--- src/pkg/smsp_defines.vh ---
// Register map, field positions and reset values of the serial port
`ifndef SMSP_DEFINES_VH
`define SMSP_DEFINES_VH

// Register byte offsets (one word each)
`define SMSP_OFF_CTRL1   8'h00
`define SMSP_OFF_CTRL2   8'h04
`define SMSP_OFF_BAUD    8'h08
`define SMSP_OFF_STATUS  8'h0C
`define SMSP_OFF_DATA    8'h10

// Control 1 field positions
`define SMSP_C1_ENABLE   6
`define SMSP_C1_MASTER   4
`define SMSP_C1_CLOCK_POLARITY     3
`define SMSP_C1_CLOCK_PHASE     2
`define SMSP_C1_SELECT_OUTPUT_ENABLE     1
`define SMSP_C1_LSBF     0

// Control 2 field positions and writable bits
`define SMSP_C2_MFE      4
`define SMSP_C2_BIDIR_OUTPUT_ENABLE  3
`define SMSP_C2_SWS      0
`define SMSP_C2_MASK     8'h19

// Baud register fields and writable bits
`define SMSP_BAUD_PRE_HI 6
`define SMSP_BAUD_PRE_LO 4
`define SMSP_BAUD_RATE_HI 2
`define SMSP_BAUD_RATE_LO 0
`define SMSP_BAUD_MASK   8'h77

// Status field positions
`define SMSP_ST_RXFULL   7
`define SMSP_ST_TXEMPTY  5
`define SMSP_ST_FAULT    4

// Reset values
`define SMSP_RST_CTRL1   8'h04
`define SMSP_RST_CTRL2   8'h00
`define SMSP_RST_BAUD    8'h00
`define SMSP_RST_SYNC    4'h8

// Last edge index of an eight-bit transfer
`define SMSP_LAST_EDGE   4'hF

`endif

--- src/smsp_port.v ---
// Full-duplex serial port, master or slave, with AHB-Lite registers
// Function
// RULE1: Master bit rate max bus/2, slave bus/4
// RULE2: Only master starts; both shifters exchange contents
// RULE3: Master drives shift clock; slave takes it
// RULE4: Slave shifts only while select held low
// RULE5: Data write fills transmit buffer, loaded at start
// RULE6: Completed byte copied to receive buffer
// RULE7: Master: clock out, data out MOSI, in MISO
// RULE8: Slave: clock in, data out MISO, in MOSI
// RULE9: Prescaler divides bus clock by 1 to 8
// RULE10: Rate field divides further by 2 to 256
// RULE11: Disabled unit releases all four pins
// RULE12: Single-wire master uses MOSI, releases MISO
// RULE13: Single-wire slave uses MISO, releases MOSI
// RULE14: Bidir output enable sets data pin direction
// RULE15: Slave select pin is always select input
// RULE16: Master without fault detect releases select pin
// RULE17: Fault detect: fault input or automatic select output
// RULE18: Every stop mode disables the unit
// RULE19: Deep stop powers down, returns in reset state
// RULE20: Light stop freezes registers; reset exit resets
// RULE21: Interrupt exit from light stop resumes state
// RULE22: Five eight-bit software registers
// RULE23: Disable aborts, clears buffers, flags to idle
// RULE24: Clock polarity selects idle low or high
// RULE25: Clock phase places first edge mid or start
// RULE26: Shift direction selects MSB or LSB first
`timescale 1ns/10ps
`include "smsp_defines.vh"

module smsp_port (
  // Clock and reset
  input  wire        clk_sys,
  input  wire        rst_n,
  // Low-power state from the system controller
  input  wire        stopLight,
  input  wire        stopDeep,
  // AHB-Lite slave
  input  wire        hsel,
  input  wire [31:0] haddr,
  input  wire [1:0]  htrans,
  input  wire        hwrite,
  input  wire [2:0]  hsize,
  input  wire [31:0] hwdata,
  input  wire        hready,
  output wire        hreadyout,
  output wire        hresp,
  output wire [31:0] hrdata,
  // Shift clock pin
  input  wire        sckIn,
  output wire        sckOut,
  output wire        sckOe_n,
  // Master out, slave in pin
  input  wire        mosiIn,
  output wire        mosiOut,
  output wire        mosiOe_n,
  // Master in, slave out pin
  input  wire        misoIn,
  output wire        misoOut,
  output wire        misoOe_n,
  // Select pin
  input  wire        ssIn,
  output wire        ssOut,
  output wire        select_output_enable_n
);

  // Pin synchronisers: bit 0 clock, 1 mosi, 2 miso, 3 select
  wire [3:0] pinRaw = {ssIn, misoIn, mosiIn, sckIn};
  reg  [3:0] syncA_reg;          // First stage, read only by second
  reg  [3:0] syncB_reg;          // Second stage, safe to use
  reg        sckDly_reg;         // Previous synced clock for edges

  localparam [3:0] syncRst = `SMSP_RST_SYNC; // Idle levels, select high

  genvar gi;
  generate
    for (gi = 0; gi < 4; gi = gi + 1) begin : gSync
      // Two flops per pin before any logic looks at it
      always @(posedge clk_sys) begin
        if (!rst_n) begin
          syncA_reg[gi] <= syncRst[gi];
          syncB_reg[gi] <= syncRst[gi];
        end else begin
          syncA_reg[gi] <= pinRaw[gi];
          syncB_reg[gi] <= syncA_reg[gi];
        end
      end
    end
  endgenerate

  // Software registers
  reg  [7:0]  ctrl1_reg;         // Enable, mode, clock format
  reg  [7:0]  ctrl2_reg;         // Fault detect, bidir controls
  reg  [7:0]  baud_reg;          // Prescale and rate selects
  reg  [7:0]  txBuf_reg;         // Transmit buffer
  reg  [7:0]  rxBuf_reg;         // Receive buffer
  reg         txEmpty_reg;       // Transmit buffer empty flag
  reg         rxFull_reg;        // Receive buffer full flag
  reg         modeFault_reg;     // Mode fault flag

  // Shift engine state
  reg         busy_reg;          // Transfer in progress
  reg  [3:0]  edgeCnt_reg;       // Clock edge index 0..15
  reg  [10:0] halfCnt_reg;       // Bus cycles in the half bit
  reg         sckLevel_reg;      // Master clock before polarity
  reg  [7:0]  shift_reg;         // The one shift register
  reg         inBit_reg;         // Sampled bit awaiting shift
  reg         tailPend_reg;      // Exchange shift owed after last edge

  // Bus state
  reg         wrPend_reg;        // Write data phase pending
  reg  [7:0]  wrAddr_reg;        // Address of that write
  reg  [7:0]  rdData_reg;        // Read data for the data phase

  // Control fields
  wire unitEnable   = ctrl1_reg[`SMSP_C1_ENABLE];
  wire masterSelect = ctrl1_reg[`SMSP_C1_MASTER];
  wire clockPol     = ctrl1_reg[`SMSP_C1_CLOCK_POLARITY];
  wire clockPhase   = ctrl1_reg[`SMSP_C1_CLOCK_PHASE];
  wire selOutEnable = ctrl1_reg[`SMSP_C1_SELECT_OUTPUT_ENABLE];
  wire lsbFirst     = ctrl1_reg[`SMSP_C1_LSBF];
  wire faultDetEn   = ctrl2_reg[`SMSP_C2_MFE];
  wire bidirOutEn   = ctrl2_reg[`SMSP_C2_BIDIR_OUTPUT_ENABLE];
  wire singleWire   = ctrl2_reg[`SMSP_C2_SWS];
  wire [2:0] prescaleSel =
    baud_reg[`SMSP_BAUD_PRE_HI:`SMSP_BAUD_PRE_LO];
  wire [2:0] rateSel = baud_reg[`SMSP_BAUD_RATE_HI:`SMSP_BAUD_RATE_LO];

  // Any stop mode takes the port off the pins
  wire active = unitEnable & ~stopLight & ~stopDeep;          // RULE18
  wire isMaster = active & masterSelect;
  wire isSlave  = active & ~masterSelect;

  // Half bit = (prescale+1) << rate, so the full bit is
  // (prescale+1) * 2^(rate+1) bus clocks, never under two
  wire [3:0]  preDiv    = {1'b0, prescaleSel} + 4'h1;          // RULE9
  wire [10:0] halfSpan  = {7'h00, preDiv} << rateSel;          // RULE10
  wire [10:0] halfLimit = halfSpan - 11'h001;                  // RULE1

  // Synced pin levels
  wire sckSync  = syncB_reg[0];
  wire mosiSync = syncB_reg[1];
  wire misoSync = syncB_reg[2];
  wire ssSync   = syncB_reg[3];

  // Slave is addressed only while select is low
  wire slaveSel = isSlave & ~ssSync;                           // RULE4 RULE15

  // Fault input: master, fault detect on, select output off
  wire faultIn = isMaster & faultDetEn & ~selOutEnable & ~ssSync; // RULE17

  // Serial data input routing per mode
  wire dataIn = masterSelect ? (singleWire ? mosiSync : misoSync) // RULE7
                             : (singleWire ? misoSync : mosiSync); // RULE8

  // Edge events: own divider as master, pin edges as slave
  wire mTick = busy_reg & isMaster & (halfCnt_reg == halfLimit);
  wire sEdge = busy_reg & slaveSel & (sckSync != sckDly_reg);  // RULE3
  wire shEvt = mTick | sEdge;

  // Sample on even edges for phase 0, odd edges for phase 1
  wire sampleEdge = clockPhase ? edgeCnt_reg[0] : ~edgeCnt_reg[0]; // RULE25
  wire lastEdge   = (edgeCnt_reg == `SMSP_LAST_EDGE);
  wire lastBit    = clockPhase ? dataIn : inBit_reg;

  // Bit leaving the shifter
  wire outBit = lsbFirst ? shift_reg[0] : shift_reg[7];        // RULE26

  // A data write landing in the cycle of a load refills the buffer
  wire txWrite = wrPend_reg & unitEnable & (wrAddr_reg == `SMSP_OFF_DATA);

  // Shift one bit in at the side opposite the leaving bit
  function [7:0] shiftIn;
    input [7:0] cur;
    input       lsbf;
    input       b;
    begin
      shiftIn = lsbf ? {b, cur[7:1]} : {cur[6:0], b};          // RULE26
    end
  endfunction

  // AHB address phase acceptance
  wire addrPhase = hsel & htrans[1] & hready;
  wire [7:0] addrLo = haddr[7:0];

  // Read mux for the address being taken
  reg [7:0] rdMux;
  always @* begin
    case (addrLo)
      `SMSP_OFF_CTRL1:  rdMux = ctrl1_reg;
      `SMSP_OFF_CTRL2:  rdMux = ctrl2_reg;
      `SMSP_OFF_BAUD:   rdMux = baud_reg;
      `SMSP_OFF_STATUS: rdMux = {rxFull_reg, 1'b0, txEmpty_reg,
                                 modeFault_reg, 4'h0};
      `SMSP_OFF_DATA:   rdMux = rxBuf_reg;                     // RULE6
      default:          rdMux = 8'h00;
    endcase
  end

  // Previous synced shift clock level, for slave edge detection
  always @(posedge clk_sys) begin
    if (!rst_n || stopDeep) begin                              // RULE19
      sckDly_reg <= 1'b0;
    end else if (!stopLight) begin                             // RULE20
      sckDly_reg <= sckSync;
    end
  end

  // Registers, flags and the shift engine
  always @(posedge clk_sys) begin
    if (!rst_n || stopDeep) begin                              // RULE19 RULE20
      ctrl1_reg     <= `SMSP_RST_CTRL1;
      ctrl2_reg     <= `SMSP_RST_CTRL2;
      baud_reg      <= `SMSP_RST_BAUD;
      txBuf_reg     <= 8'h00;
      rxBuf_reg     <= 8'h00;
      txEmpty_reg   <= 1'b1;
      rxFull_reg    <= 1'b0;
      modeFault_reg <= 1'b0;
      busy_reg      <= 1'b0;
      edgeCnt_reg   <= 4'h0;
      halfCnt_reg   <= 11'h000;
      sckLevel_reg  <= 1'b0;
      shift_reg     <= 8'h00;
      inBit_reg     <= 1'b0;
      tailPend_reg  <= 1'b0;
      wrPend_reg    <= 1'b0;
      wrAddr_reg    <= 8'h00;
      rdData_reg    <= 8'h00;
    end else if (stopLight) begin
      // Clocks halted: everything but a pending write holds, later resumes as is
      wrPend_reg <= 1'b0;                                      // RULE21
    end else begin
      // Address phase: capture write, prepare read data
      wrPend_reg <= addrPhase & hwrite;
      if (addrPhase) begin
        wrAddr_reg <= addrLo;
      end
      if (addrPhase && !hwrite) begin
        rdData_reg <= rdMux;
        // Reading data empties the receive buffer
        if (addrLo == `SMSP_OFF_DATA) begin
          rxFull_reg <= 1'b0;
        end
      end

      // Data phase of a write
      if (wrPend_reg) begin
        case (wrAddr_reg)
          `SMSP_OFF_CTRL1: begin
            ctrl1_reg     <= hwdata[7:0];
            modeFault_reg <= 1'b0;
          end
          `SMSP_OFF_CTRL2: ctrl2_reg <= hwdata[7:0] & `SMSP_C2_MASK;
          `SMSP_OFF_BAUD:  baud_reg  <= hwdata[7:0] & `SMSP_BAUD_MASK;
          `SMSP_OFF_DATA: begin
            if (unitEnable) begin
              txBuf_reg   <= hwdata[7:0];                      // RULE5
              txEmpty_reg <= 1'b0;
            end
          end
          default: ;
        endcase
      end

      if (!unitEnable) begin
        // Disabled: abort, clear buffers, flags to idle state
        busy_reg     <= 1'b0;                                  // RULE23
        edgeCnt_reg  <= 4'h0;
        halfCnt_reg  <= 11'h000;
        sckLevel_reg <= 1'b0;
        txBuf_reg    <= 8'h00;
        rxBuf_reg    <= 8'h00;
        txEmpty_reg  <= 1'b1;
        rxFull_reg   <= 1'b0;
        tailPend_reg <= 1'b0;
      end else if (faultIn) begin
        // Another master pulled select: drop to slave, abort
        modeFault_reg <= 1'b1;                                 // RULE17
        ctrl1_reg[`SMSP_C1_MASTER] <= 1'b0;
        busy_reg      <= 1'b0;
        sckLevel_reg  <= 1'b0;
        tailPend_reg  <= 1'b0;
      end else if (!busy_reg) begin
        edgeCnt_reg  <= 4'h0;
        halfCnt_reg  <= 11'h000;
        sckLevel_reg <= 1'b0;
        tailPend_reg <= 1'b0;
        // Owed exchange shift; a new load below overrides it
        if (tailPend_reg) begin
          shift_reg <= shiftIn(shift_reg, lsbFirst, inBit_reg);  // RULE2
        end
        if (isMaster && !txEmpty_reg) begin
          // Only the master starts, and only with data queued
          shift_reg   <= txBuf_reg;                            // RULE2 RULE5
          txEmpty_reg <= ~txWrite;
          busy_reg    <= 1'b1;
        end else if (slaveSel) begin
          // Slave arms on select; stale shifter if nothing queued
          if (!txEmpty_reg) begin
            shift_reg   <= txBuf_reg;                          // RULE5
            txEmpty_reg <= ~txWrite;
          end
          busy_reg <= 1'b1;
        end
      end else if (isSlave && !slaveSel) begin
        // Select released mid byte: partial byte is dropped
        busy_reg <= 1'b0;                                      // RULE4
      end else begin
        if (isMaster) begin
          halfCnt_reg <= mTick ? 11'h000 : halfCnt_reg + 11'h001;
        end
        if (shEvt) begin
          edgeCnt_reg <= edgeCnt_reg + 4'h1;
          if (isMaster) begin
            sckLevel_reg <= ~sckLevel_reg;                     // RULE3
          end
          if (lastEdge) begin
            // Byte complete: hand to receiver; the shifter moves a
            // cycle later so data hold past a last sampling edge
            rxBuf_reg    <= shiftIn(shift_reg, lsbFirst, lastBit); // RULE6
            inBit_reg    <= lastBit;
            tailPend_reg <= 1'b1;
            rxFull_reg   <= 1'b1;
            busy_reg     <= 1'b0;
          end else if (sampleEdge) begin
            inBit_reg <= dataIn;
          end else if (edgeCnt_reg != 4'h0) begin
            shift_reg <= shiftIn(shift_reg, lsbFirst, inBit_reg);
          end
        end
      end
    end
  end

  // Select pin role as master
  wire ssAutoOut = isMaster & faultDetEn & selOutEnable;       // RULE16 RULE17

  // Pin drivers; output enables are low while this port drives
  assign sckOut   = sckLevel_reg ^ clockPol;                   // RULE24
  assign sckOe_n  = ~isMaster;                                 // RULE7 RULE11
  assign mosiOut  = outBit;
  assign mosiOe_n = ~(isMaster & (~singleWire | bidirOutEn));  // RULE12 RULE14
  assign misoOut  = outBit;
  assign misoOe_n = ~(slaveSel & (~singleWire | bidirOutEn));  // RULE8 RULE13
  // Select stays low one cycle past a last edge that samples
  assign ssOut    = ~(busy_reg | (tailPend_reg & clockPhase));
  assign select_output_enable_n   = ~ssAutoOut;                                // RULE11

  // Bus answers: no wait states, always OKAY, byte in low lane
  assign hreadyout = 1'b1;
  assign hresp     = 1'b0;
  assign hrdata    = {24'h000000, rdData_reg};                 // RULE22

endmodule // smsp_port

--- config.mk ---
export PLATFORM = sky130hd
export DESIGN_NAME = smsp_port
export DESIGN_NICKNAME = d
export VERILOG_FILES = /design/src/smsp_port.v
export VERILOG_INCLUDE_DIRS = /design/src /design/src/pkg
export SDC_FILE = /design/constraint.sdc
export NUM_CORES = 1
export LEC_CHECK = 0
export ABC_CLOCK_PERIOD_IN_PS = 4650
export BUFFER_PORTS_ARGS = -buffer_cell sky130_fd_sc_hd__buf_2
export CAP_MARGIN = 20
export CORE_AREA = 2 2 156 120
export DETAILED_ROUTE_END_ITERATION = 8
export DIE_AREA = 0 0 158 122
export RECOVER_POWER = 25
export SYNTH_ARGS = -nofsm -noshare
export SYNTH_HDL_FRONTEND = slang
export SYNTH_SLANG_ARGS = --single-unit
--- constraint.sdc ---
create_clock -name clk_sys -period 4.65 [get_ports clk_sys]
set_input_delay 0.6975 -clock clk_sys [delete_from_list [all_inputs] [get_ports clk_sys]]
set_output_delay 0.6975 -clock clk_sys [all_outputs]
set_load 0.01 [all_outputs]
==> results of run 1 <==
-- final cells by class --
class / instances / area, um2
fill: 1923 / 11600
multi-input combinational: 557 / 3580
sequential: 89 / 1780
tap: 247 / 309
timing repair buffer: 53 / 274
clock buffer: 10 / 239
clock inverter: 6 / 95.1
inverter: 13 / 48.8
-- cell families (layout without fill, tap and decap cells) --
logic type / after synthesis / after routing
AOI/OAI and AO/OA: 182 / 182
xor gates and xnor gates: 15 / 15
other: 2 / 26
buffers and inverters: 85 / 82
DFF: 89 / 89
and+or+nand+nor: 301 / 301
muxes: 28 / 28
adders and majority gates: 5 / 5
-- synth_stat cells, types with 9 or more instances --
master	number	area share [%]
a21oi_1	49	4.3
a22oi_1	9	1.2
a31o_2	10	1.5
and2_1	14	1.5
buf_4	30	3.9
clkbuf_1	34	2.2
dfxtp_1	89	31
inv_1	13	0.85
mux2i_1	21	3.7
nand2_1	64	4.2
nand2b_1	11	1.2
nand3_1	49	4.3
nor2_1	63	4.1
nor3_1	11	0.96
o211ai_1	22	2.9
o21ai_0	15	1.3
o21ai_1	10	0.87
or3_1	15	1.6
-- routing by layer --
metal  vias up  share of wire (%)  track usage [%]
li1       2597                  -                -
met1      2540                 51             27.0
met2       165                 42             24.6
met3        12                6.0             3.09
met4         0               0.70             3.49
met5         -                  0                0
-- where the power goes --
group / internal (mW) / switching, mW / total (mW)
logic: 0.0175 / 0.0570 / 0.0745
clock network: 0.493 / 0.328 / 0.821
registers: 0.766 / 0.00184 / 0.768
total: 1.28 / 0.387 / 1.66
-- worst max-delay path, stage by stage (launching register included) --
cell	delay, ns
dfxtp_1	0.39
ha_1	0.48
or2b_2	0.38
nand2_1	0.11
nand2_1	0.07
ha_1	0.30
xnor2_1	0.17
o21a_1	0.12
nor4_2	0.37
nor4b_1	0.36
o22ai_1	0.26
o41a_1	0.52
o211ai_1	0.23
o31ai_1	0.10
-- stage by stage --
stage	instance area (um2)	setup WS, ns
finish	6330	0.577
floorplan	5820	1.20
CTS	6350	0.673
global placement	6020	0.731
detailed placement	6020	0.702
global route	6330	0.114
-- worst max path at each step --
stage | startpoint | endpoint | slack [ns] | cells after the start
2_1_floorplan | baud_reg[5]$_SDFFE_PP0P_ | edgeCnt_reg[0]$_SDFFE_PP0P_ | 1.20 | 13
3_3_place_gp | baud_reg[5]$_SDFFE_PP0P_ | edgeCnt_reg[1]$_SDFFE_PP0P_ | 0.73 | 13
3_5_place_dp | baud_reg[5]$_SDFFE_PP0P_ | shift_reg[0]$_SDFFE_PP0P_ | 0.70 | 13
4_1_cts | baud_reg[5]$_SDFFE_PP0P_ | shift_reg[0]$_SDFFE_PP0P_ | 0.67 | 13
5_1_grt | baud_reg[5]$_SDFFE_PP0P_ | shift_reg[0]$_SDFFE_PP0P_ | 0.11 | 13
6_report | baud_reg[5]$_SDFFE_PP0P_ | shift_reg[0]$_SDFFE_PP0P_ | 0.58 | 13
==> flow_summary.toml, run 1 <==
[placement]
hpwl_mm = 11.7
dp.cells = 959
io_buffers = 43
gp_congestion = 0.874

[die]
core_area_mm2 = 0.0180
io_pins = 122
die_h_um = 122
fp.dieW_um = 158
placementRows = 43
die_area_mm2 = 0.0193
initial_core_util_pct = 31.9

[outcome]
run_status = "finished with violations"
violations = "max-capacitance violations, max-slew violations"

[layout]
largest_reg_flops = 11
antenna_cells = 0
final_cell_mix = "dfxtp_1, nand2_1, nor2_1, nand3_1, a21oi_1"
nets = 808
final_core_util_pct = 35.2
final_common_cell = "dfxtp_1"
syn2layout_area_growth_pct = 10.4
finalNonFillerCells = 975
layout-drive-gt1-share_pct = 13.7

[routing]
drt-total-wl_mm = 16.1
viasPerCell = 5.45
firstDrtPassIters = 6
drtAntennaViolNets = 0
vias = 5314
detail_route.wl_per_cell_um = 16.5
drt-initial-drc-count = 609
drc_errors = 0

[sta]
drv_slew = 94
finalSetupViolations = 0
rsz0062_at_grt = "no"
fmax_ghz = 0.246
fin_tns_setup_ns = 0
period_share_pct = 87.6
hold_slack_ns = 0.429
relSlewSlack_pct = -84.2
hold_viol_final = 0
fin_skew_ns = 0.00968
tightest_slew_ns = 2.76
fin_crit_ns = 4.07

[synthesis]
synth_seq_cells = 89
synth_compound_area_share_pct = 23.5
yosys.area_share.simple_pct = 28.8
syn_inst = 707
ys_types = 83
netlist_area_mm2 = 0.00573
synth_top_family_by_area = "simple AND/OR/NAND/NOR gates"
seq_area_frac_synth_pct = 31.1
synth-main-ff-cell = "dfxtp_1"
syn_area_per_cell_um2 = 8.11
synthArstFlopShare_pct = 0
ys_warn_count = 0
synth-adder-area-share_pct = 1.09
synth-xor-area-share_pct = 2.29
synth_edf_count = 0
muxShareOfSynthArea_pct = 5.04

[cts]
clock_latency_ns = 0.35
root_buffer = "clkbuf_16"
post-cts-setup-buffers = 0
clk_pin_slew_ns = 0.07
cts_buffers = 9
cts.sink_count = 89
clk_path_buf_depth = 2
cts_resized = 0
tritoncts = "built"
cts_hold_buf = 0
h-tree-depth = 3

[worst_setup_path]
critical_path_arrival_ns = 4.20
r2r-start = "baud_reg[5]$_SDFFE_PP0P_"
endpoint_kind = "flop"
cp_max_fo = 8
critical_path_required_ns = 4.78
regToRegEndpoint = "shift_reg[0]$_SDFFE_PP0P_"
critPathLaunchType = "flop"
reg2reg_slack_ns = 0.58
criticalPathCategory = "reg2reg"
reg2reg_depth = 13

[worst_hold_path]
min_path_type = "reg2reg"
hold_path_depth = 1
min_from = "syncA_reg[3]$_SDFF_PN1_"
worstHoldEndpoint = "ssSync$_SDFF_PN1_"

[pwr]
peakVddDrop_uv = 189
leakage_nw = 2.28
fin_total_pwr_mw = 1.66
powerDensity_mw_per_mm2 = 263

[run]
drv_cap = 2

[global_routing]
overflow = 0
grtUsageTotal_pct = 17.4
grt_pass1_vias = 4819
antenna_found_initial = 0
grt_first_pass_wirelength_mm = 26.6
grt_max_degree = 51
Note: power is estimated with default switching activity, not from simulation.
==> inputs of run 2 (changes only) <==
- CORE_AREA: 2 2 156 120 -> 2 2 190 99
- DIE_AREA: 0 0 158 122 -> 0 0 192 101
==> run 2 against run 1 <==
  * The run still ends with max-capacitance violations, max-slew violations left
  * Power shrank 0.21%
  * Sequential power is essentially flat
  * Clock-buffer cell count grew 1
  * Clock power shrank 1%
  * Routed wire length grew 7.4%
  * Utilization grew 0.34 points
  * Critical endpoint unchanged
  * Largest power group unchanged
==> flow_summary.toml, run 2 (synthesized netlist as in run 1, its figures left out) <==
[outcome]
run_status = "finished with violations"
violations = "max-capacitance violations, max-slew violations"

[sta]
fin_tns_setup_ns = 0
fin_crit_ns = 4.16
tightest_slew_ns = 2.97
fin_skew_ns = 0.0131
period_share_pct = 89.5
fmax_ghz = 0.240
drv_slew = 107
finalSetupViolations = 0
hold_viol_final = 0
relSlewSlack_pct = -98.2
rsz0062_at_grt = "no"

[layout]
syn2layout_area_growth_pct = 10.8
nFillCells = 1909
seqCellArea_mm2 = 0.00178
largest_reg_flops = 11
final_cell_mix = "dfxtp_1, nand2_1, nor2_1, nand3_1, a21oi_1"
nets = 811
antenna_cells = 0
final_area_mm2 = 0.00635
layout-drive-gt1-share_pct = 14.1
final_common_cell = "dfxtp_1"
multiInputGateArea_mm2 = 0.00358

[worst_setup_path]
crit_path_max_incr_delay_ns = 0.52
r2r-start = "baud_reg[5]$_SDFFE_PP0P_"
critical_path_arrival_ns = 4.27
reg2reg_slack_ns = 0.49
critPathLaunchType = "flop"
path_cells = "ha_1, or2b_2, nand2_1, nand2_1, ha_1, xnor2_1, nor3_1, nor4_2, nor4b_1, o22ai_1, o41a_1, o211ai_1, o31ai_1"
endpoint_kind = "flop"
criticalPathCategory = "reg2reg"
reg2reg_depth = 13
cp.depth = 13
cp_slowest_cell = "o41a_1"
critical-path-top-delay-family = "simple AND/OR/NAND/NOR gates"
cp_num_buf_inv = 0
regToRegEndpoint = "shift_reg[0]$_SDFFE_PP0P_"
critical_path_required_ns = 4.76
cp_max_fo = 8

[routing]
drtAntennaViolNets = 0
wl_met1_mm = 9.35
vias = 5425
top_layer = "met4"
detail_route.wl_per_cell_um = 17.8
firstDrtPassIters = 5
drc_errors = 0
drt-total-wl_mm = 17.3
met3WireLength_mm = 2.06
drt-initial-drc-count = 765
wl_met2_mm = 5.80
viasPerCell = 5.59

[cts]
post-cts-setup-buffers = 0
tritoncts = "built"
clk_pin_slew_ns = 0.06
cts_hold_buf = 0
cts_resized = 0
clock_latency_ns = 0.35
root_buffer = "clkbuf_16"
clk_path_buf_depth = 2
h-tree-depth = 3
cts_buffers = 9
cts.sink_count = 89

[pwr]
peakVddDrop_uv = 169
powerDensity_mw_per_mm2 = 261
intPower_mw = 1.28
netSwitchingFraction_pct = 23.2
leakage_nw = 2.29
pwr-share-comb_pct = 4.8
switchingPower_mw = 0.384
clockPowerShare_pct = 48.9
power_frac_seq_pct = 46.3
fin_total_pwr_mw = 1.66

[global_routing]
grt_max_degree = 64
grt_pass1_vias = 4571
grt_first_pass_wirelength_mm = 26.8
overflow = 0
antenna_found_initial = 0
grtUsageTotal_pct = 18.1

[placement]
hpwl_mm = 13.2
place_area_mm2 = 0.00604
io_buffers = 43
gp_congestion = 0.869

[die]
fp.dieW_um = 192
placementRows = 35
core_area_mm2 = 0.0179
die_area_mm2 = 0.0194
initial_core_util_pct = 32.1
die_h_um = 101
io_pins = 122

[worst_hold_path]
worstHoldEndpoint = "ssSync$_SDFF_PN1_"
hold_path_depth = 1
min_from = "syncA_reg[3]$_SDFF_PN1_"
min_path_type = "reg2reg"

[run]
drv_cap = 2
## run 2: cell types whose count changed in the layout (fill, tap and decap cells not counted), sizes merged
cell / before / now
buf: 42 / 44
clkbuf: 21 / 23
inv: 16 / 14
clkinv: 1 / 2
## run 2: through the flow
stage / utilization (%) / hold slack, ns / cells / setup WS, ns
2_1_floorplan: - / 0.386 / 731 / 1.20
3_3_place_gp: 33.8 / 0.393 / 954 / 0.744
3_5_place_dp: 33.8 / 0.392 / 954 / 0.673
4_1_cts: 35.6 / 0.407 / 970 / 0.656
5_1_grt: 35.5 / 0.417 / 971 / 0.122
6_report: 35.5 / 0.404 / 971 / 0.488
## run 2: cell type report
class                           count  share of cell area [%]
Clock inverter                      5                    1.36
Timing Repair Buffer               56                    4.87
Tap cell                          240                    4.73
Inverter                           13                   0.768
Multi-Input combinational cell    557                    56.4
Clock buffer                       11                    3.82
Sequential cell                    89                    28.1
## run 2: worst max-delay path by stage
stage | startpoint | end | slack [ns]
global route | baud_reg[5]$_SDFFE_PP0P_ | shift_reg[0]$_SDFFE_PP0P_ | 0.12
detailed placement | baud_reg[5]$_SDFFE_PP0P_ | shift_reg[0]$_SDFFE_PP0P_ | 0.67
finish | baud_reg[5]$_SDFFE_PP0P_ | shift_reg[0]$_SDFFE_PP0P_ | 0.49
floorplan | baud_reg[5]$_SDFFE_PP0P_ | edgeCnt_reg[0]$_SDFFE_PP0P_ | 1.20
CTS | baud_reg[5]$_SDFFE_PP0P_ | shift_reg[0]$_SDFFE_PP0P_ | 0.66
global placement | baud_reg[5]$_SDFFE_PP0P_ | shift_reg[0]$_SDFFE_PP0P_ | 0.74
## run 2: metal layers
metal	GRT usage, %	vias to the layer above
met3	5.64	11
met2	19.6	232
li1	-	2616
met4	2.82	0
met1	31.4	2566
met5	0	-
## run 2: power groups by stage
stage / Clock [mW] / Combinational (mW) / Sequential, mW
floorplan: 0 / 0.0606 / 0.785
global placement: 0 / 0.0786 / 0.785
detailed placement: 0 / 0.0789 / 0.785
CTS: 0.828 / 0.0791 / 0.768
global route: 0.861 / 0.0865 / 0.768
finish: 0.812 / 0.0794 / 0.768
==> inputs of run 3 (changes only) <==
- PLACE_DENSITY: unset -> 0.58
==> run 3 against run 2 <==
  * Die area stayed put
  * Worst hold slack better by 0.0090 ns
  * Routed wire length is 1.5% higher
  * Sequential share of layout area is 0.33 points higher
  * First-iteration DRC count is 21% lower
  * Register-to-register slack better by 0.07 ns
  * Final cell count is 0.21% lower
  * Maximum frequency is 1.7% higher
  * Via count is 0.33% higher
  * The flow still finishes with violations (max-capacitance violations, max-slew violations)
  * Clock power is 15% lower
  * Critical endpoint is now edgeCnt_reg[0]$_SDFFE_PP0P_
==> flow_summary.toml, run 3 (synthesized netlist as in run 1, its figures left out) <==
[cts]
clock_latency_ns = 0.35
clk_pin_slew_ns = 0.06
tritoncts = "built"
cts_buffers = 9
cts.sink_count = 89
cts_hold_buf = 0
root_buffer = "clkbuf_16"
post-cts-setup-buffers = 0
h-tree-depth = 3
clk_path_buf_depth = 2
cts_resized = 0

[layout]
final_core_util_pct = 35.1
antenna_cells = 0
final_common_cell = "dfxtp_1"
nFillCells = 1881
final_cell_mix = "dfxtp_1, nand2_1, nor2_1, nand3_1, a21oi_1"
layout-drive-gt1-share_pct = 14.0
finalNonFillerCells = 969
syn2layout_area_growth_pct = 9.52
nets = 810
largest_reg_flops = 11

[sta]
finalSetupViolations = 0
fin_crit_ns = 4.09
fin_skew_ns = 0.0120
rsz0062_at_grt = "no"
fmax_ghz = 0.244
fin_tns_setup_ns = 0
period_share_pct = 88.0
tightest_slew_ns = 2.74
drv_slew = 57
hold_viol_final = 0
relSlewSlack_pct = -82.4

[worst_setup_path]
crit_path_max_incr_delay_ns = 0.52
critical_path_required_ns = 4.77
critPathLaunchType = "flop"
critical-path-top-delay-family = "simple AND/OR/NAND/NOR gates"
cp_num_buf_inv = 0
cp_max_fo = 8
crit_start = "baud_reg[5]$_SDFFE_PP0P_"
endpoint_kind = "flop"
r2r-start = "baud_reg[5]$_SDFFE_PP0P_"
critical_path_arrival_ns = 4.21
path_cells = "ha_1, or2b_2, nand2_1, nand2_1, ha_1, xnor2_1, o21a_1, nor4_2, nor4b_1, o22ai_1, or4_4, a31oi_4, o32ai_1"
cp_slowest_cell = "or4_4"
criticalPathCategory = "reg2reg"

[routing]
drc_errors = 0
vias = 5443
detail_route.wl_per_cell_um = 18.1
drt-initial-drc-count = 602
firstDrtPassIters = 5
drtAntennaViolNets = 0
drt-total-wl_mm = 17.6
viasPerCell = 5.62

[outcome]
run_status = "finished with violations"
violations = "max-capacitance violations, max-slew violations"

[global_routing]
grtUsageTotal_pct = 18.4
grt_pass1_vias = 4614
antenna_found_initial = 0
grt_max_degree = 57
overflow = 0
grt_first_pass_wirelength_mm = 27.2

[die]
initial_core_util_pct = 32.1
core_area_mm2 = 0.0179
placementRows = 35
io_pins = 122
die_h_um = 101
die_area_mm2 = 0.0194
fp.dieW_um = 192

[pwr]
peakVddDrop_uv = 200
leakage_nw = 2.26
powerDensity_mw_per_mm2 = 244

[placement]
gp_congestion = 0.886
io_buffers = 43
hpwl_mm = 13.3
dp.cells = 953

[worst_hold_path]
min_from = "syncA_reg[3]$_SDFF_PN1_"
min_path_type = "reg2reg"

[run]
drv_cap = 1
[run 3: changes by cell type in the layout (fill, tap and decap cells not counted)]
cell	before	now
nand2b_1	10	11
clkbuf_4	1	0
nor2b_4	1	2
nand2b_2	1	0
clkinv_2	0	1
nor2b_1	8	7
clkinv_4	2	0
and2_1	14	11
clkinvlp_4	0	2
buf_12	1	0
clkbuf_1	12	11
buf_2	33	35
and2_0	0	3
bufinv_16	2	0
[run 3: power breakdown]
part	leakage, nW	internal (mW)	total (mW)	switching, mW
clock network	0.128	0.375	0.687	0.312
registers	0.719	0.766	0.768	0.00216
logic	1.41	0.0185	0.0784	0.0599
total	2.26	1.16	1.53	0.374
[run 3: metrics by stage]
| stage | power, mW | hold slack (ns) | cell area (um2) | setup WS (ns) |
|---|---|---|---|---|
| 2_1_floorplan | 0.845 | 0.386 | 5820 | 1.20 |
| 3_3_place_gp | 0.863 | 0.401 | 6020 | 0.705 |
| 3_5_place_dp | 0.863 | 0.406 | 6020 | 0.677 |
| 4_1_cts | 1.55 | 0.420 | 6290 | 0.647 |
| 5_1_grt | 1.59 | 0.452 | 6280 | 0.299 |
| 6_report | 1.53 | 0.413 | 6280 | 0.558 |
[run 3: per-layer routing]
| metal | vias up | wire, um | GRT usage (%) |
|---|---|---|---|
| met5 | - | 0 | 0 |
| met4 | 0 | 84 | 2.82 |
| met3 | 8 | 1860 | 5.53 |
| met2 | 236 | 5960 | 21.4 |
| met1 | 2594 | 9650 | 31.1 |
| li1 | 2605 | - | - |
[run 3: path summary, 6_finish.rpt]
kind,endpoint,slack [ns],cells after the start
hold reg to reg,ssSync$_SDFF_PN1_,0.41,1
hold / removal,ssSync$_SDFF_PN1_,0.41,1
setup / recovery,edgeCnt_reg[0]$_SDFFE_PP0P_,0.56,13
setup reg to reg,edgeCnt_reg[0]$_SDFFE_PP0P_,0.56,13
[run 3: area by class of cell]
| class | instances | area, um2 | area share (%) |
|---|---|---|---|
| clock buffers | 11 | 243 | 3.87 |
| clock inverters | 4 | 28.8 | 0.459 |
| inverters | 13 | 48.8 | 0.778 |
| multi-input cells | 557 | 3590 | 57.1 |
| flip-flops and latches | 89 | 1780 | 28.4 |
| well taps | 240 | 300 | 4.78 |
| repair buffers | 55 | 288 | 4.59 |
[run 3: worst register-to-register path, cell delays in order (launching register included)]
cell	delay, ns
dfxtp_1	0.39
ha_1	0.50
or2b_2	0.39
nand2_1	0.10
nand2_1	0.06
ha_1	0.29
xnor2_1	0.17
o21a_1	0.13
nor4_2	0.35
nor4b_1	0.37
o22ai_1	0.26
or4_4	0.52
a31oi_4	0.22
o32ai_1	0.10
